`config.mk`:
```
export PLATFORM = sky130hd
export DESIGN_NAME = led_status_ctrl
export DESIGN_NICKNAME = d
export VERILOG_FILES = /design/src/rtl/led_status_pkg.sv /design/src/rtl/led_drive_reg.sv /design/src/rtl/led_status_ctrl.sv
export SDC_FILE = /design/constraint.sdc
export NUM_CORES = 1
export LEC_CHECK = 0
export BUFFER_PORTS_ARGS = -buffer_cell sky130_fd_sc_hd__buf_2
export CORE_AREA = 2 2 123 125
export CTS_CLUSTER_SIZE = 10
export DETAILED_ROUTE_END_ITERATION = 8
export DIE_AREA = 0 0 125 127
export PLACE_DENSITY = 0.68
export SKIP_CTS_REPAIR_TIMING = 1
export SYNTH_ARGS = -nofsm -noshare
export SYNTH_HDL_FRONTEND = slang
export SYNTH_HIERARCHICAL = 1
export SYNTH_SLANG_ARGS = --single-unit
```
`constraint.sdc`:
```
create_clock -name clk_sys_in -period 3.4 [get_ports clk_sys_in]
set_input_delay 0.17 -clock clk_sys_in [delete_from_list [all_inputs] [get_ports clk_sys_in]]
set_output_delay 0.17 -clock clk_sys_in [all_outputs]
set_load 0.05 [all_outputs]
```
`src/rtl/led_status_pkg.sv`:
```
// Behaviour
// - Latch LED mode and blink straps at reset
// - Mode 00: 3-bit serial, active-low indicators
// - Serial stream runs port 0 to port 7
// - 2-bit mode: speed first, then link/activity
// - 3-bit mode: col/duplex, link/activity, speed
// - Mode 10 bi-color; strap picks col/duplex or duplex
// - Col/duplex low full, high half, blinks
// - Bi-color collision blink off when enable strap 0
// - Link/act level by mode and speed
// - Link/act blinks while port has traffic
// - Speed low at 100 Mb/s, high at 10
// - Strap picks 48 or 128 ms blink
// - Bi-color: equal levels dark, green, yellow
// - Mode 11 drives three direct pins per port
// - Drive register bit 0 sets LED strength
// - Drive register bit 1 sets management strength
// - Drive register bits 3:2 receive drive, strap init
// - Power-on LED blink unless disable strap high
package led_status_pkg;

  // ***************************************************************
  // Clock and timing
  // ***************************************************************
  localparam int NUM_PORTS = 8;
  localparam int CLK_PERIOD_NS = 100;
  localparam int BLINK_SHORT_MS = 48;
  localparam int BLINK_LONG_MS = 128;
  localparam int BLINK_SHORT_CYCLES = BLINK_SHORT_MS * 1000000 / CLK_PERIOD_NS;
  localparam int BLINK_LONG_CYCLES = BLINK_LONG_MS * 1000000 / CLK_PERIOD_NS;
  localparam int SHIFT_HALF_NS = 500;
  localparam int SHIFT_HALF_CYCLES = (SHIFT_HALF_NS + CLK_PERIOD_NS - 1) / CLK_PERIOD_NS;
  localparam int REFRESH_GAP_US = 100;
  localparam int REFRESH_GAP_CYCLES = REFRESH_GAP_US * 1000 / CLK_PERIOD_NS;
  localparam int POWERON_BLINK_TOGGLES = 6;
  localparam int RESET_MIN_MS = 1;
  localparam logic [1:0] STRAP_SETTLE_CYCLES = 2'h2;

  // ***************************************************************
  // Strap vector layout (after synchroniser)
  // ***************************************************************
  localparam int STRAP_W = 8;
  localparam int STRAP_MODE_LSB = 0;
  localparam int STRAP_COLBLK_BIT = 2;
  localparam int STRAP_COLEN_BIT = 3;
  localparam int STRAP_BLKSEL_BIT = 4;
  localparam int STRAP_POWERON_BLINK_DISABLE_BIT = 5;
  localparam int STRAP_RXDRV_LSB = 6;

  // ***************************************************************
  // Drive strength register
  // ***************************************************************
  localparam logic [4:0] REG_IO_DRIVE_ADDR = 5'h14;
  localparam int IO_LED_DRIVE_BIT = 0;
  localparam int IO_MDIO_DRIVE_BIT = 1;
  localparam int IO_RX_DRIVE_LSB = 2;
  localparam logic [15:0] IO_DRIVE_RESET = 16'h0000;

  // ***************************************************************
  // Enumerations
  // ***************************************************************
  typedef enum logic [1:0] {
    FMT_SERIAL3 = 2'b00,
    FMT_SERIAL2 = 2'b01,
    FMT_BICOLOR = 2'b10,
    FMT_DIRECT = 2'b11
  } led_format_e;

  typedef enum logic {
    SEQ_GAP = 1'b0,
    SEQ_SHIFT = 1'b1
  } shift_state_e;

endpackage

```
`src/rtl/led_drive_reg.sv`:
```
`timescale 1ns/100ps
module led_drive_reg
  import led_status_pkg::*;
(
  input wire logic clk_sys_in,
  input wire logic rst_b_in,
  input wire logic ce_in,
  input wire logic [4:0] reg_addr_in,
  input wire logic reg_wr_in,
  input wire logic [15:0] reg_wdata_in,
  input wire logic init_load_in,
  input wire logic [1:0] init_rx_drive_in,
  output logic [15:0] reg_rdata_out,
  output logic led_drive_high_out,
  output logic mdio_drive_weak_out,
  output logic [1:0] rx_drive_code_out
);

  // ***************************************************************
  // State
  // ***************************************************************
  typedef struct packed {
    logic [3:0] ctrl;     // Implemented bits of the register
    logic [15:0] rdata;   // Registered read data
  } drive_reg_s;

  drive_reg_s q;
  drive_reg_s d;

  // Next state: write, strap load, read data
  always_comb
  begin
    d = q;
    if (init_load_in)
    begin
      // Strap load wins; it occurs once, right after reset
      d.ctrl[IO_RX_DRIVE_LSB +: 2] = init_rx_drive_in;
    end
    else if (reg_wr_in && (reg_addr_in == REG_IO_DRIVE_ADDR))
    begin
      d.ctrl = reg_wdata_in[3:0];
    end
    // Reserved bits 15:4 read as zero; other addresses read zero
    if (reg_addr_in == REG_IO_DRIVE_ADDR)
    begin
      d.rdata = {12'h000, q.ctrl};
    end
    else
    begin
      d.rdata = 16'h0000;
    end
  end

  // Register the state, frozen while enable is low
  always_ff @(posedge clk_sys_in or negedge rst_b_in)
  begin
    if (!rst_b_in)
    begin
      q.ctrl <= IO_DRIVE_RESET[3:0];
      q.rdata <= 16'h0000;
    end
    else if (ce_in)
    begin
      q <= d;
    end
  end

  assign reg_rdata_out = q.rdata;
  assign led_drive_high_out = q.ctrl[IO_LED_DRIVE_BIT];
  assign mdio_drive_weak_out = q.ctrl[IO_MDIO_DRIVE_BIT];
  assign rx_drive_code_out = q.ctrl[IO_RX_DRIVE_LSB +: 2];

endmodule

```
`src/rtl/led_status_ctrl.sv`:
```
`timescale 1ns/100ps
module led_status_ctrl
  import led_status_pkg::*;
#(
  parameter int BLINK_SHORT_CYC = BLINK_SHORT_CYCLES,
  parameter int BLINK_LONG_CYC = BLINK_LONG_CYCLES,
  parameter int REFRESH_GAP_CYC = REFRESH_GAP_CYCLES,
  parameter int POWERON_TOGGLES = POWERON_BLINK_TOGGLES
)
(
  input wire logic clk_sys_in,
  input wire logic rst_b_in,
  input wire logic ce_in,
  // Strap pins, asynchronous to the clock
  input wire logic [1:0] led_format_select_in,
  input wire logic collision_blink_strap_in,
  input wire logic collision_blink_enable_in,
  input wire logic blink_period_select_in,
  input wire logic poweron_blink_disable_in,
  input wire logic [1:0] rx_drive_strap_in,
  // Per-port status from the transceiver logic, same clock
  input wire logic [NUM_PORTS-1:0] link_up_in,
  input wire logic [NUM_PORTS-1:0] speed_100_in,
  input wire logic [NUM_PORTS-1:0] full_duplex_in,
  input wire logic [NUM_PORTS-1:0] collision_in,
  input wire logic [NUM_PORTS-1:0] activity_in,
  // Management register access
  input wire logic [4:0] reg_addr_in,
  input wire logic reg_wr_in,
  input wire logic [15:0] reg_wdata_in,
  output logic [15:0] reg_rdata_out,
  // LED pins
  output logic led_shift_clk_out,
  output logic led_serial_out,
  output logic [NUM_PORTS-1:0] collision_duplex_pin_out,
  output logic [NUM_PORTS-1:0] link_activity_pin_out,
  output logic [NUM_PORTS-1:0] speed_pin_out,
  // Pad drive controls
  output logic led_drive_high_out,
  output logic mdio_drive_weak_out,
  output logic [1:0] rx_drive_code_out
);

  // ***************************************************************
  // Widths and limits
  // ***************************************************************
  localparam int BW = $clog2(BLINK_LONG_CYC + 1);
  localparam int GW = $clog2(REFRESH_GAP_CYC + 1);
  localparam int DW = $clog2(2 * SHIFT_HALF_CYCLES + 1);
  localparam logic [BW-1:0] SHORT_LIM = BW'(BLINK_SHORT_CYC - 1);
  localparam logic [BW-1:0] LONG_LIM = BW'(BLINK_LONG_CYC - 1);
  localparam logic [GW-1:0] GAP_LIM = GW'(REFRESH_GAP_CYC - 1);
  localparam logic [DW-1:0] RISE_AT = DW'(SHIFT_HALF_CYCLES - 1);
  localparam logic [DW-1:0] BIT_END = DW'(2 * SHIFT_HALF_CYCLES - 1);
  localparam logic [7:0] DIAG_LIM = 8'(POWERON_TOGGLES - 1);
  localparam logic [2:0] LAST_PORT = 3'(NUM_PORTS - 1);

  // Refuse settings the counters cannot serve
  generate
    if (BLINK_SHORT_CYC < 2 || BLINK_LONG_CYC < BLINK_SHORT_CYC)
    begin : g_bad_blink
      $error("blink cycle counts out of range");
    end
    if (REFRESH_GAP_CYC < 1 || POWERON_TOGGLES < 1 || POWERON_TOGGLES > 256)
    begin : g_bad_count
      $error("refresh gap or power-on toggle count out of range");
    end
    if (NUM_PORTS != 8)
    begin : g_bad_ports
      $error("port index sized for eight ports");
    end
  endgenerate

  // ***************************************************************
  // State
  // ***************************************************************
  typedef struct packed {
    logic [STRAP_W-1:0] strap_s1;   // Synchroniser first stage
    logic [STRAP_W-1:0] strap_s2;   // Synchroniser second stage
    logic [1:0] cap_cnt;            // Settle count before latching
    logic cfg_valid;                // Straps latched
    led_format_e fmt;               // Latched LED format
    logic colblk;                   // Latched collision-blink strap
    logic colen;                    // Latched collision-blink enable
    logic blk_long;                 // Latched long blink period
    logic diag;                     // Power-on blink running
    logic [7:0] diag_cnt;           // Toggles done in power-on blink
    logic [BW-1:0] blink_cnt;       // Free-running blink counter
    logic phase;                    // Shared blink phase
    shift_state_e seq;              // Serial sequencer state
    logic [GW-1:0] gap_cnt;         // Idle time between refreshes
    logic [DW-1:0] div_cnt;         // Position within one bit
    logic [2:0] port_idx;           // Port being shifted
    logic [1:0] bit_idx;            // Bit within port group
    logic sclk;                     // Shift clock
    logic sdata;                    // Serial data
    logic [NUM_PORTS-1:0] col_pin;  // Direct collision/duplex
    logic [NUM_PORTS-1:0] la_pin;   // Direct link/activity
    logic [NUM_PORTS-1:0] spd_pin;  // Direct speed
  } led_state_s;

  led_state_s q;
  led_state_s d;

  logic init_load;                       // One-cycle strap latch strobe
  logic colblk_ok;                       // Collision blinking allowed
  logic [NUM_PORTS-1:0][2:0] stat;       // Per-port {col, la, spd}
  logic [1:0] last_bit;                  // Last bit index of a group
  logic [2:0] nxt_port;                  // Port of the next serial bit
  logic [1:0] nxt_bit;                   // Bit of the next serial bit
  logic [BW-1:0] blink_lim;              // Active blink limit

  // ***************************************************************
  // Indicator encoding
  // ***************************************************************
  // Computes {col/duplex, link/activity, speed}; active low except link/activity in bi-color mode
  function automatic logic [2:0] port_status(
    input led_format_e fmt,
    input logic link,
    input logic spd100,
    input logic fdx,
    input logic col,
    input logic act,
    input logic phase,
    input logic col_ok,
    input logic diag
  );
    logic c;
    logic l;
    logic s;
    s = ~spd100;
    c = ~fdx ^ (col & col_ok & phase);
    if (fmt == FMT_BICOLOR)
    begin
      // Link level follows speed so that equal levels mean dark
      l = link ? spd100 : s;
    end
    else
    begin
      l = ~link;
    end
    l = l ^ (link & act & phase);
    if (diag)
    begin
      // Power-on test: col/duplex and link lamps blink together at the blink phase; speed lamp held low (on)
      c = phase;
      l = phase;
      s = 1'b0;
    end
    return {c, l, s};
  endfunction

  // Picks one serial bit out of a port group by format
  function automatic logic pick_bit(
    input led_format_e fmt,
    input logic [1:0] idx,
    input logic [2:0] st
  );
    logic b;
    if (fmt == FMT_SERIAL2)
    begin
      b = (idx == 2'd0) ? st[0] : st[1];
    end
    else
    begin
      // Three-bit groups: col/duplex, link/activity, speed
      b = st[2 - idx];
    end
    return b;
  endfunction

  // Duplex-only first bit in bi-color mode unless both straps allow blink
  assign colblk_ok = (q.fmt != FMT_BICOLOR) || (q.colblk && q.colen);

  // Per-port status, all sharing one blink phase
  generate
    for (genvar p = 0; p < NUM_PORTS; p++)
    begin : g_port
      assign stat[p] = port_status(q.fmt, link_up_in[p], speed_100_in[p],
                                   full_duplex_in[p], collision_in[p],
                                   activity_in[p], q.phase, colblk_ok,
                                   q.diag);
    end
  endgenerate

  // ***************************************************************
  // Sequencing helpers
  // ***************************************************************
  assign init_load = !q.cfg_valid && (q.cap_cnt == STRAP_SETTLE_CYCLES);
  assign last_bit = (q.fmt == FMT_SERIAL2) ? 2'd1 : 2'd2;
  assign blink_lim = q.blk_long ? LONG_LIM : SHORT_LIM;

  // Next bit position; port order runs upward
  always_comb
  begin
    if (q.bit_idx == last_bit)
    begin
      nxt_bit = 2'd0;
      nxt_port = q.port_idx + 3'd1;
    end
    else
    begin
      nxt_bit = q.bit_idx + 2'd1;
      nxt_port = q.port_idx;
    end
  end

  // ***************************************************************
  // Next state
  // ***************************************************************
  always_comb
  begin
    d = q;
    // Straps come from pins: two flops before use
    d.strap_s1 = {rx_drive_strap_in, poweron_blink_disable_in,
                  blink_period_select_in, collision_blink_enable_in,
                  collision_blink_strap_in, led_format_select_in};
    d.strap_s2 = q.strap_s1;

    // Latch straps once the synchroniser has settled after reset
    if (init_load)
    begin
      d.cfg_valid = 1'b1;
      d.fmt = led_format_e'(q.strap_s2[STRAP_MODE_LSB +: 2]);
      d.colblk = q.strap_s2[STRAP_COLBLK_BIT];
      d.colen = q.strap_s2[STRAP_COLEN_BIT];
      d.blk_long = q.strap_s2[STRAP_BLKSEL_BIT];
      d.diag = ~q.strap_s2[STRAP_POWERON_BLINK_DISABLE_BIT];
    end
    else if (!q.cfg_valid)
    begin
      d.cap_cnt = q.cap_cnt + 2'd1;
    end

    // Free-running blink timer; phase toggles each period
    if (q.blink_cnt >= blink_lim)
    begin
      d.blink_cnt = '0;
      d.phase = ~q.phase;
      if (q.diag)
      begin
        // Power-on blink ends after a fixed number of toggles
        d.diag_cnt = q.diag_cnt + 8'd1;
        if (q.diag_cnt == DIAG_LIM)
        begin
          d.diag = 1'b0;
        end
      end
    end
    else
    begin
      d.blink_cnt = q.blink_cnt + 1'b1;
    end

    // Direct pins only in mono-color mode; else held dark
    if (q.cfg_valid && (q.fmt == FMT_DIRECT))
    begin
      for (int p = 0; p < NUM_PORTS; p++)
      begin
        d.col_pin[p] = stat[p][2];
        d.la_pin[p] = stat[p][1];
        d.spd_pin[p] = stat[p][0];
      end
    end
    else
    begin
      d.col_pin = '1;
      d.la_pin = '1;
      d.spd_pin = '1;
    end

    // Serial chain refresh
    unique case (q.seq)
      SEQ_GAP:
      begin
        // Wait out the gap, then start from port 0
        if (q.gap_cnt != '0)
        begin
          d.gap_cnt = q.gap_cnt - 1'b1;
        end
        else if (q.cfg_valid && (q.fmt != FMT_DIRECT))
        begin
          d.seq = SEQ_SHIFT;
          d.port_idx = 3'd0;
          d.bit_idx = 2'd0;
          d.div_cnt = '0;
          d.sdata = pick_bit(q.fmt, 2'd0, stat[0]);
        end
      end
      SEQ_SHIFT:
      begin
        // Data set while clock low, clock rises mid-bit
        d.div_cnt = q.div_cnt + 1'b1;
        if (q.div_cnt == RISE_AT)
        begin
          d.sclk = 1'b1;
        end
        if (q.div_cnt == BIT_END)
        begin
          d.div_cnt = '0;
          d.sclk = 1'b0;
          if ((q.port_idx == LAST_PORT) && (q.bit_idx == last_bit))
          begin
            // Chain done; idle low until the next refresh
            d.seq = SEQ_GAP;
            d.gap_cnt = GAP_LIM;
            d.sdata = 1'b0;
          end
          else
          begin
            d.port_idx = nxt_port;
            d.bit_idx = nxt_bit;
            d.sdata = pick_bit(q.fmt, nxt_bit, stat[nxt_port]);
          end
        end
      end
    endcase
  end

  // ***************************************************************
  // State register
  // ***************************************************************
  // Constants only under reset; straps are caught after release
  always_ff @(posedge clk_sys_in or negedge rst_b_in)
  begin
    if (!rst_b_in)
    begin
      q <= '0;
      q.fmt <= FMT_SERIAL3;
      q.seq <= SEQ_GAP;
      q.col_pin <= '1;
      q.la_pin <= '1;
      q.spd_pin <= '1;
    end
    else if (ce_in)
    begin
      q <= d;
    end
  end

  // ***************************************************************
  // Drive strength register
  // ***************************************************************
  led_drive_reg u_drive_reg (
    .clk_sys_in(clk_sys_in),
    .rst_b_in(rst_b_in),
    .ce_in(ce_in),
    .reg_addr_in(reg_addr_in),
    .reg_wr_in(reg_wr_in),
    .reg_wdata_in(reg_wdata_in),
    .init_load_in(init_load),
    .init_rx_drive_in(q.strap_s2[STRAP_RXDRV_LSB +: 2]),
    .reg_rdata_out(reg_rdata_out),
    .led_drive_high_out(led_drive_high_out),
    .mdio_drive_weak_out(mdio_drive_weak_out),
    .rx_drive_code_out(rx_drive_code_out)
  );

  // ***************************************************************
  // Outputs, all from flops
  // ***************************************************************
  assign led_shift_clk_out = q.sclk;
  assign led_serial_out = q.sdata;
  assign collision_duplex_pin_out = q.col_pin;
  assign link_activity_pin_out = q.la_pin;
  assign speed_pin_out = q.spd_pin;

endmodule

```
==> impl_metrics.yaml, run 1 <==
status:
  status: "complete, no violations"
yosys:
  synth_compound_area_share_pct: 17.11
  synth.distinct_cells: 74
  synth-seq-area-share_pct: 42.71
  synth.area.top_cells: "dfrtp_1 (33%), dfstp_2 (9.8%), mux2_2 (4.4%), buf_4 (4.3%), nor2_1 (3.6%)"
  synth_warnings: 6
  synth-edff-count: 0
  synth_area_sq_um: 6456
  async_flop_share_pct: 100.0
  syn_inst: 658
  synthAdderAreaFrac_pct: 3.295
  synth_top_area_share_pct: 32.95
  ys_seq_elements: 109
  yosys.area.top_type: "dfrtp_1"
  synth_top_family_by_area: "simple AND/OR/NAND/NOR gates"
  synth_xor_area_share_pct: 3.779
  synth_mux_area_share_pct: 7.500
  synth-simple-area-share_pct: 18.35
  synth_ff_type: "dfrtp_1"
  avgSynthCellArea_sq_um: 9.812
timing:
  setup_tns_ns: 0
  fin_crit_sh_pct: 82.40
  slew_viol_final: 0
  fin_crit_ns: 2.802
  setup_viol: 0
  max_freq_mhz: 356.9
  clock_skew_ns: 0.01133
  rsz0062_at_grt: "no"
  max-slew-margin-rel_pct: 49.57
  hold_viol_final: 0
  worst_pin_slew_ns: 0.7564
place:
  gp_congestion: 0.9136
  io_buffers: 94
  dp_hpwl_microns: 10620
  dpl_cell_area_sq_um: 6887
finish:
  diodes: 0
  nNetsFinal: 811
  final_util_pct: 49.95
  area.growth.synth_to_final_pct: 11.59
  layout_common_cells: "buf_2 (93), dfrtp_1 (85), nor2_1 (62), nand2_1 (41), o21ai_0 (36)"
  final_common_cell: "buf_2"
  fin_area_sq_um: 7204
  drive_gt1_share_pct: 25.90
worst_setup_path:
  endpoint_kind: "flop"
  rrSetupSlack_ns: 0.60
  worstSetupPathType: "reg -> reg"
  start_kind: "flop"
  cp_max_fo: 13
  rr_endpoint: "led_serial_out"
  cpMaxStageDelayCell: "xnor2_2"
  required_ns: 3.63
  worstReg2RegStart: "q[26]"
  cp_data_arrival_time_ns: 3.03
  slowest_delay_ns: 0.59
  worstPathCellList: "nand2b_1 > mux2i_4 > xnor2_2 > mux2_1 > or3_1 > a41o_1 > a221oi_2 > o21ai_1"
  critPathTopFamily: "XOR/XNOR gates"
  reg2regPathDepth: 8
  crit_buf_inv: 0
pwr:
  comb_power_share_pct: 32.1
  pwr-share-clk_pct: 25.7
  sw_frac_of_total_pct: 36.75
  internal_power_mw: 2.641
  leakagePower_nw: 3.146
  power_frac_seq_pct: 42.2
  powerDensity_nw_per_um2: 579.7
  p_sw_mw: 1.535
  peakVddDrop_v: 0.0003192
routing:
  drc: 0
  first_iter_violations: 399
  routed_wl_microns: 14340
  vias: 5141
  avgRoutedWirePerCell_microns: 15.76
  dr.pass1.iters: 8
  postRouteAntennaNets: 0
  via_per_inst: 5.649
floorplan:
  core_area_sq_um: 14420
  dieArea_sq_um: 15880
  top_level_ports: 119
  start_util_pct: 44.76
  die_w_microns: 125
  dieHeight_microns: 127
  rows: 44
clock_network:
  htree_num_levels: 3
  cts_buffer_depth: 2
  cts_tree: "built"
  path_clk_slew_ns: 0.08
  cts_sinks: 109
  cts_buffers: 9
  root_buffer: "clkbuf_16"
  clock_latency_ns: 0.35
grt:
  grt_overflow: 0
  grt_pass1_wl_microns: 24120
  grt_max_degree: 62
  grt_pass1_vias: 5055
  grt_use_total_pct: 18.26
  antenna_found_initial: 0
hold_path:
  hold_end: "u_drive_reg/led_drive_high_out"
  hp-start: "reg_wdata_in[0]"
  min_path_type: "in -> reg"
  hold_path_depth: 2
flow_run:
  cap_violations: 0
[worst max-delay path by stage]
stage,from,end,slack [ns],cells past startpoint
final,q[26],led_serial_out,0.60,8
after global routing,q[27],led_serial_out,0.46,8
after CTS,q[26],led_serial_out,0.60,8
after detailed placement,q[81],led_serial_out,0.67,8
after global placement,q[26],led_serial_out,0.68,8
after floorplan,q[77],q[58],1.06,11
[logic make-up after synthesis]
family / Yosys count
other: 1
muxes: 40
adders and majority gates: 17
DFF: 109
buffers and inverters: 81
xor gates and xnor gates: 27
AOI/OAI and AO/OA: 163
and+or+nand+nor: 220
[layout make-up]
type	count	area (sq um)
fillers	1327	7219
flip-flops and latches	109	2758
clock inverters	6	68.82
well taps	184	230.2
multi-input cells	479	3276
clock buffers	10	239.0
inverters	14	52.55
repair buffers	108	580.6
[power by group through the flow]
stage	Combinational (mW)	Clock (mW)	Sequential [mW]
2_1_floorplan	1.13	0	1.77
3_3_place_gp	1.31	0	1.77
3_5_place_dp	1.34	0	1.79
4_1_cts	1.35	1.11	1.76
5_1_grt	1.46	1.16	1.80
6_report	1.34	1.07	1.76
[layer usage]
metal	up-vias	track usage [%]	wire length [microns]
met5	-	0	0
met4	0	5.098	218
met3	24	4.229	845
met2	148	30.24	6867
met1	2499	24.24	6413
li1	2470	-	-
[registers in the layout, summed over array words and instances, names as in the netlist]
register,count
collision_duplex_pin_out,8
led_serial_out,1
speed_pin_out,8
d,8
u_drive_reg/rx_drive_code_out,2
link_activity_pin_out,8
q,67
u_drive_reg/reg_rdata_out,4
u_drive_reg/mdio_drive_weak_out,1
u_drive_reg/led_drive_high_out,1
led_shift_clk_out,1
[worst reg2reg max path: stages (launching register included)]
cell and delay (ns):
dfrtp_1 0.50, nand2b_1 0.19, mux2i_4 0.12, xnor2_2 0.59, mux2_1 0.39, or3_1 0.31
a41o_1 0.24, a221oi_2 0.23, o21ai_1 0.12
[stage by stage]
| stage | setup slack, ns | instances | hold slack (ns) | total power, mW |
|---|---|---|---|---|
| floorplan | 1.064 | 669 | -0.1256 | 2.900 |
| global placement | 0.6831 | 893 | 0.2814 | 3.088 |
| detailed placement | 0.6659 | 893 | 0.2897 | 3.129 |
| CTS | 0.5968 | 909 | -0.08976 | 4.225 |
| global route | 0.4626 | 910 | 0.03426 | 4.420 |
| finish | 0.5984 | 910 | 0.05076 | 4.176 |
[synthesized netlist by cell type, types with 4 or more instances]
library cell	count
a21oi_1	35
a22o_1	5
a311oi_1	6
a31oi_1	10
and2_1	13
and3_1	11
and4_1	4
buf_1	4
buf_2	5
buf_4	37
clkbuf_1	19
dfrtp_1	85
dfstp_2	24
ha_1	17
inv_1	14
mux2_2	25
mux2i_1	9
nand2_1	41
nand2b_1	8
nand3_1	19
nand3b_1	5
nand4_1	10
nand4bb_1	4
nor2_1	62
nor2b_1	7
nor3_1	12
o21ai_0	36
o22a_1	20
o22ai_1	4
o2bb2ai_1	9
o31ai_1	12
or3_1	7
xnor2_1	14
xor2_1	12
Note: power is estimated with default switching activity, not from simulation.
==> inputs of run 2 (changes only) <==
--- a/config.mk
+++ b/config.mk
@@ -5,12 +5,13 @@
 export SDC_FILE = /design/constraint.sdc
 export NUM_CORES = 1
 export LEC_CHECK = 0
+export ABC_AREA = 1
 export BUFFER_PORTS_ARGS = -buffer_cell sky130_fd_sc_hd__buf_2
-export CORE_AREA = 2 2 123 125
+export CORE_AREA = 2 2 125 127
 export CTS_CLUSTER_SIZE = 10
 export DETAILED_ROUTE_END_ITERATION = 8
-export DIE_AREA = 0 0 125 127
-export PLACE_DENSITY = 0.68
+export DIE_AREA = 0 0 127 129
+export PLACE_DENSITY = 0.7
 export SKIP_CTS_REPAIR_TIMING = 1
 export SYNTH_ARGS = -nofsm -noshare
 export SYNTH_HDL_FRONTEND = slang
==> constraint.sdc (replaced) <==
create_clock -name clk_sys_in -period 2.4 [get_ports clk_sys_in]
set_input_delay 0.12 -clock clk_sys_in [delete_from_list [all_inputs] [get_ports clk_sys_in]]
set_output_delay 0.12 -clock clk_sys_in [all_outputs]
set_load 0.05 [all_outputs]
==> run 2 against run 1 <==
  * The run now ends with negative hold slack left
  * Via count up 11%
  * Global-route usage up 0.68 points
  * Sequential share of layout area down 1.2 points
  * Register-to-register slack worse by 0.41 ns
  * Highest routed layer unchanged
  * Fmax up 26%
  * Setup slack worse by 0.41 ns
  * Largest power group unchanged
==> impl_metrics.yaml, run 2 <==
timing:
  clock_skew_ns: 0.007892
  fin_crit_ns: 2.216
  hold_viol_final: 5
  whs_ns: -0.02255
  fin_crit_sh_pct: 92.34
  max-slew-margin-rel_pct: 57.77
  slew_viol_final: 0
  worst_pin_slew_ns: 0.6296
  setup_viol: 0
  max_freq_mhz: 451.2
worst_setup_path:
  cpMostUsedCell: "nand2_1"
  worstSetupPathType: "reg -> reg"
  worstReg2RegStart: "q[77]"
  required_ns: 2.67
  start_kind: "flop"
  cp_max_fo: 8
  crit_buf_inv: 1
  cpMaxStageDelayCell: "dfrtp_2"
  critPathTopFamily: "simple AND/OR/NAND/NOR gates"
  endpoint_kind: "flop"
  worstPathCellList: "buf_4 > ha_1 > nand4_1 > o21ai_0 > nand2_1 > o2111ai_1 > nand2b_4 > nand2_1 > nor2_4 > nand2_1 > o21ai_0"
  cp_data_arrival_time_ns: 2.49
  slowest_delay_ns: 0.44
  crit_start: "q[77]"
status:
  status: "finished with violations"
  violations: "negative hold slack"
grt:
  grt_pass1_wl_microns: 25430
  grt_most_used_layer: "met2"
  met2_usage_pct: 28.97
  grt_overflow: 0
  grt_use_total_pct: 18.95
  use_met3_pct: 3.617
  grt_pass1_vias: 5349
  grt_max_degree: 64
  antenna_found_initial: 0
  grt_util_met1_pct: 27.11
finish:
  final_cells: 1144
  layout_common_cells: "nand2_1 (206), inv_1 (97), nand3_1 (97), buf_2 (93), dfrtp_1 (84)"
  top_register: "q"
  drive_gt1_share_pct: 21.03
  final_util_pct: 49.72
  area.growth.synth_to_final_pct: 12.71
  largest_register_ffs: 67
  nNetsFinal: 1041
  diodes: 0
  fin_area_sq_um: 7447
  final_common_cell: "nand2_1"
yosys:
  synth-seq-area-share_pct: 41.73
  yosys.area.top_type: "dfrtp_1"
  synth.area.top_cells: "dfrtp_1 (32%), nand2_1 (12%), dfstp_2 (9.5%), nand3_1 (7.3%), inv_1 (5.5%)"
  synth_warnings: 6
  synth-edff-count: 0
  synth_top_area_share_pct: 32.19
  ys_seq_elements: 109
  syn_inst: 874
  synth_area_sq_um: 6608
  async_flop_share_pct: 100.0
  synth.distinct_cells: 48
  synth_most_common_cell: "nand2_1"
  synth_common_cells: "nand2_1 (206), inv_1 (97), nand3_1 (97)"
  synth_ff_type: "dfrtp_1"
  avgSynthCellArea_sq_um: 7.560
floorplan:
  dieHeight_microns: 129
  dieArea_sq_um: 16380
  core_area_sq_um: 14980
  rows: 45
  die_w_microns: 127
  top_level_ports: 119
  start_util_pct: 44.12
place:
  gp_congestion: 0.8488
  io_buffers: 94
  post-place-cells: 1122
  dp_hpwl_microns: 10830
  dpl_cell_area_sq_um: 7082
hold_path:
  min_path_type: "in -> reg"
  hp-start: "poweron_blink_disable_in"
routing:
  postRouteAntennaNets: 0
  dr.pass1.iters: 5
  via_per_inst: 4.976
  routed_wl_microns: 14820
  avgRoutedWirePerCell_microns: 12.96
  first_iter_violations: 414
  vias: 5692
  drc: 0
pwr:
  powerDensity_nw_per_um2: 615.6
  peakVddDrop_v: 0.0003185
  leakagePower_nw: 3.841
clock_network:
  cts_buffers: 9
  clock_latency_ns: 0.35
  root_buffer: "clkbuf_16"
  cts_sinks: 109
  cts_buffer_depth: 2
  cts_tree: "built"
  htree_num_levels: 3
  path_clk_slew_ns: 0.08
flow_run:
  cap_violations: 0
==> run 2: changes by cell type after synthesis, sizes merged, moves of 12 or more <==
cell / change
o22a: -19
nand2: +176
inv: +92
nor2: +28
xnor2: -12
and2: -13
nand4: +12
nand3: +80
mux2: -28
==> run 2: path summary, 6_finish.rpt <==
check                                                     to  slack (ns)  cells after the start
worst min-delay path                                   d[90]       -0.02                      3
worst max register to register                         q[72]        0.18                     11
worst max-delay path                                   q[72]        0.18                     11
min in group asynchronous                              q[69]        0.21                      2
worst min register to register  u_drive_reg/reg_rdata_out[0]        0.48                      2
max in group asynchronous                   speed_pin_out[0]        1.48                      3
==> run 2: final cells by class <==
class | instances | area (sq um)
clock buffer | 9 | 225.2
clock inverter | 7 | 58.81
fill | 1494 | 7530
inverter | 108 | 405.4
multi-input combinational | 607 | 3103
sequential | 109 | 2759
tap | 188 | 235.2
timing repair buffer | 116 | 660.6
==> run 2: cells by family after synthesis <==
family,count (synthesis),synth area share (%)
fa+ha+maj,17,3.219
other cells,1,0.05675
flops,109,41.73
xor+xnor,15,1.988
simple gates,457,31.83
compound gates,106,8.767
buf+inv,169,12.40
==> run 2: routing by layer <==
| layer | vias to the layer above | share of wire [%] |
|---|---|---|
| met5 | - | 0 |
| met4 | 0 | 1.2 |
| met3 | 15 | 5.6 |
| met2 | 142 | 45 |
| met1 | 2603 | 48 |
| li1 | 2932 | - |
==> run 2: worst reg2reg max path, cell delays in order, from the launching register on <==
cell,delay [ns]
dfrtp_2,0.44
buf_4,0.15
ha_1,0.31
nand4_1,0.13
o21ai_0,0.19
nand2_1,0.07
o2111ai_1,0.11
nand2b_4,0.18
nand2_1,0.13
nor2_4,0.25
nand2_1,0.10
o21ai_0,0.09
==> run 2: where the power goes <==
group	total [mW]	switching (mW)	internal [mW]	leakage (nW)
registers	2.17	0.147	2.03	1.32
clock network	1.46	0.734	0.722	0.138
logic	0.954	0.631	0.322	2.38
==> run 2: metrics by stage <==
stage               power [mW]  setup TNS (ns)  hold slack (ns)  setup slack [ns]
finish                   4.584               0         -0.02255            0.1838
global route             4.870       -0.004994         0.003937         -0.003483
CTS                      4.614               0          -0.3276           0.07051
detailed placement       3.156               0          0.04957            0.1018
global placement         3.122               0          0.04931            0.1783
floorplan                2.878               0          -0.1756            0.4469
==> inputs of run 3 (changes only) <==
--- a/config.mk
+++ b/config.mk
@@ -5,13 +5,12 @@
 export SDC_FILE = /design/constraint.sdc
 export NUM_CORES = 1
 export LEC_CHECK = 0
-export ABC_AREA = 1
 export BUFFER_PORTS_ARGS = -buffer_cell sky130_fd_sc_hd__buf_2
-export CORE_AREA = 2 2 125 127
-export CTS_CLUSTER_SIZE = 10
+export CORE_AREA = 2 2 123 125
+export CTS_CLUSTER_SIZE = 16
 export DETAILED_ROUTE_END_ITERATION = 8
-export DIE_AREA = 0 0 127 129
-export PLACE_DENSITY = 0.7
+export DIE_AREA = 0 0 125 127
+export PLACE_DENSITY = 0.68
 export SKIP_CTS_REPAIR_TIMING = 1
 export SYNTH_ARGS = -nofsm -noshare
 export SYNTH_HDL_FRONTEND = slang
==> constraint.sdc (replaced) <==
create_clock -name clk_sys_in -period 2.17 [get_ports clk_sys_in]
set_input_delay 0.1085 -clock clk_sys_in [delete_from_list [all_inputs] [get_ports clk_sys_in]]
set_output_delay 0.1085 -clock clk_sys_in [all_outputs]
set_load 0.05 [all_outputs]
==> run 3 against run 2 <==
  * The run ends with negative hold slack, negative setup slack left
  * Non-clock buffer count rose by 87
  * Sequential power rose by 27%
  * Via count fell by 2.4%
  * Die area fell by 3.1%
  * Clock skew fell by 0.00062 ns
  * Total power rose by 53%
  * Critical endpoint is now q[75]
  * Largest power group unchanged
==> impl_metrics.yaml, run 3 (synthesis gave the netlist of run 1 again) <==
floorplan:
  die_w_microns: 125
  core_area_sq_um: 14420
  rows: 44
  top_level_ports: 119
  dieHeight_microns: 127
  dieArea_sq_um: 15880
  start_util_pct: 44.76
routing:
  first_iter_violations: 329
  vias: 5556
  via_per_inst: 5.523
  dr.pass1.iters: 5
  postRouteAntennaNets: 0
  avgRoutedWirePerCell_microns: 16.74
  routed_wl_microns: 16840
  drc: 0
worst_setup_path:
  reg2regPathDepth: 10
  cpMaxStageDelayCell: "dfrtp_1"
  endpoint: "q[75]"
  rrSetupSlack_ns: -0.23
  worstReg2RegStart: "q[77]"
  cp_max_fo: 5
  worstSetupPathType: "reg -> reg"
  slowest_delay_ns: 0.41
  cp_data_arrival_time_ns: 2.64
  worstPathCellList: "inv_2 > ha_4 > and4_4 > a31oi_4 > o211a_1 > o21ai_1 > a211o_1 > o21ba_4 > nand4_1 > xnor2_1"
  crit_start: "q[77]"
  start_kind: "flop"
  rr_endpoint: "q[75]"
  endpoint_kind: "flop"
  required_ns: 2.41
grt:
  grt_pass1_vias: 5285
  antenna_found_initial: 0
  grt_overflow: 0
  grt_pass1_wl_microns: 26390
  grt_max_degree: 68
  grt_use_total_pct: 20.37
clock_network:
  htree_num_levels: 3
  cts_buffers: 9
  cts_sinks: 109
  root_buffer: "clkbuf_16"
  cts_tree: "built"
  path_clk_slew_ns: 0.08
  clock_latency_ns: 0.36
  cts_buffer_depth: 2
place:
  gp_congestion: 0.8986
  io_buffers: 94
  dp_hpwl_microns: 12030
  pre_cts_ws_ns: -0.1977
  dpl_cell_area_sq_um: 7518
timing:
  slew_viol_final: 0
  worst_pin_slew_ns: 0.5159
  rsz0062_at_grt: "yes"
  fin_crit_sh_pct: 110.6
  fin_crit_ns: 2.400
  whs_ns: -0.001177
  max_freq_mhz: 416.7
  max-slew-margin-rel_pct: 65.54
  hold_viol_final: 1
  clock_skew_ns: 0.007274
  setup_ws_ns: -0.2297
  setup_viol: 32
finish:
  layout_common_cells: "buf_2 (95), buf_4 (90), dfrtp_1 (83), nor2_1 (59), nand2_1 (39)"
  largest_register_ffs: 67
  nNetsFinal: 907
  fill_cells: 1258
  final_common_cell: "buf_2"
  final_util_pct: 57.02
  drive_gt1_share_pct: 37.83
  top_register: "q"
  diodes: 0
  area.growth.synth_to_final_pct: 27.38
  fin_area_sq_um: 8224
pwr:
  p_total_mw: 7.033
  peakVddDrop_v: 0.0009194
  leakagePower_nw: 3.661
  powerDensity_nw_per_um2: 855.1
hold_path:
  min_path_type: "in -> reg"
status:
  violations: "negative hold slack, negative setup slack"
  status: "finished with violations"
flow_run:
  cap_violations: 0
-- run 3: layout make-up --
type	instances	area, sq um	area share, %
multi-input cells	480	3531	42.93
flip-flops and latches	109	2760	33.56
repair buffers	203	1363	16.57
clock buffers	11	242.7	2.951
well taps	184	230.2	2.799
inverters	14	52.55	0.6390
clock inverters	5	45.04	0.5477
-- run 3: how the worst min path moves through the flow --
stage                              start                                to  slack, ns  cells past startpoint
6_report                 reg_wdata_in[3]  u_drive_reg/rx_drive_code_out[1]     -0.001                      3
5_1_grt        collision_blink_enable_in                             d[88]      0.002                      2
4_1_cts                         rst_b_in                             q[37]      -0.30                      1
3_5_place_dp                    rst_b_in                             q[37]       0.09                      1
3_3_place_gp                    rst_b_in                             q[35]       0.08                      1
2_1_floorplan                   rst_b_in                             d[85]      -0.19                      0
-- run 3: per-layer routing --
metal / global-route usage [%] / part of all wire, %
met5: 0 / 0
met1: 26.89 / 44
met4: 5.425 / 1.7
met3: 4.188 / 4.4
met2: 34.46 / 50
-- run 3: through the flow --
step | hold WS (ns) | std cells | TNS [ns]
2_1_floorplan | -0.1871 | 669 | -0.1173
6_report | -0.001177 | 1006 | -4.927
3_5_place_dp | 0.08924 | 971 | -3.699
3_3_place_gp | 0.08266 | 971 | -1.034
5_1_grt | 0.001686 | 1006 | -8.114
4_1_cts | -0.2955 | 987 | -4.287
-- run 3: power breakdown --
group          switching (mW)  internal [mW]
registers               0.257           2.49
clock network           0.794          0.828
logic                    1.61           1.05
-- run 3: critical path: cells and delay by family (launching register included) --
kind	cells	cell delay, ns
AOI/OAI and AO/OA	5	0.99
xor gates and xnor gates	1	0.15
adders and majority gates	1	0.27
buffers and inverters	1	0.09
DFF	1	0.41
and+or+nand+nor	2	0.36
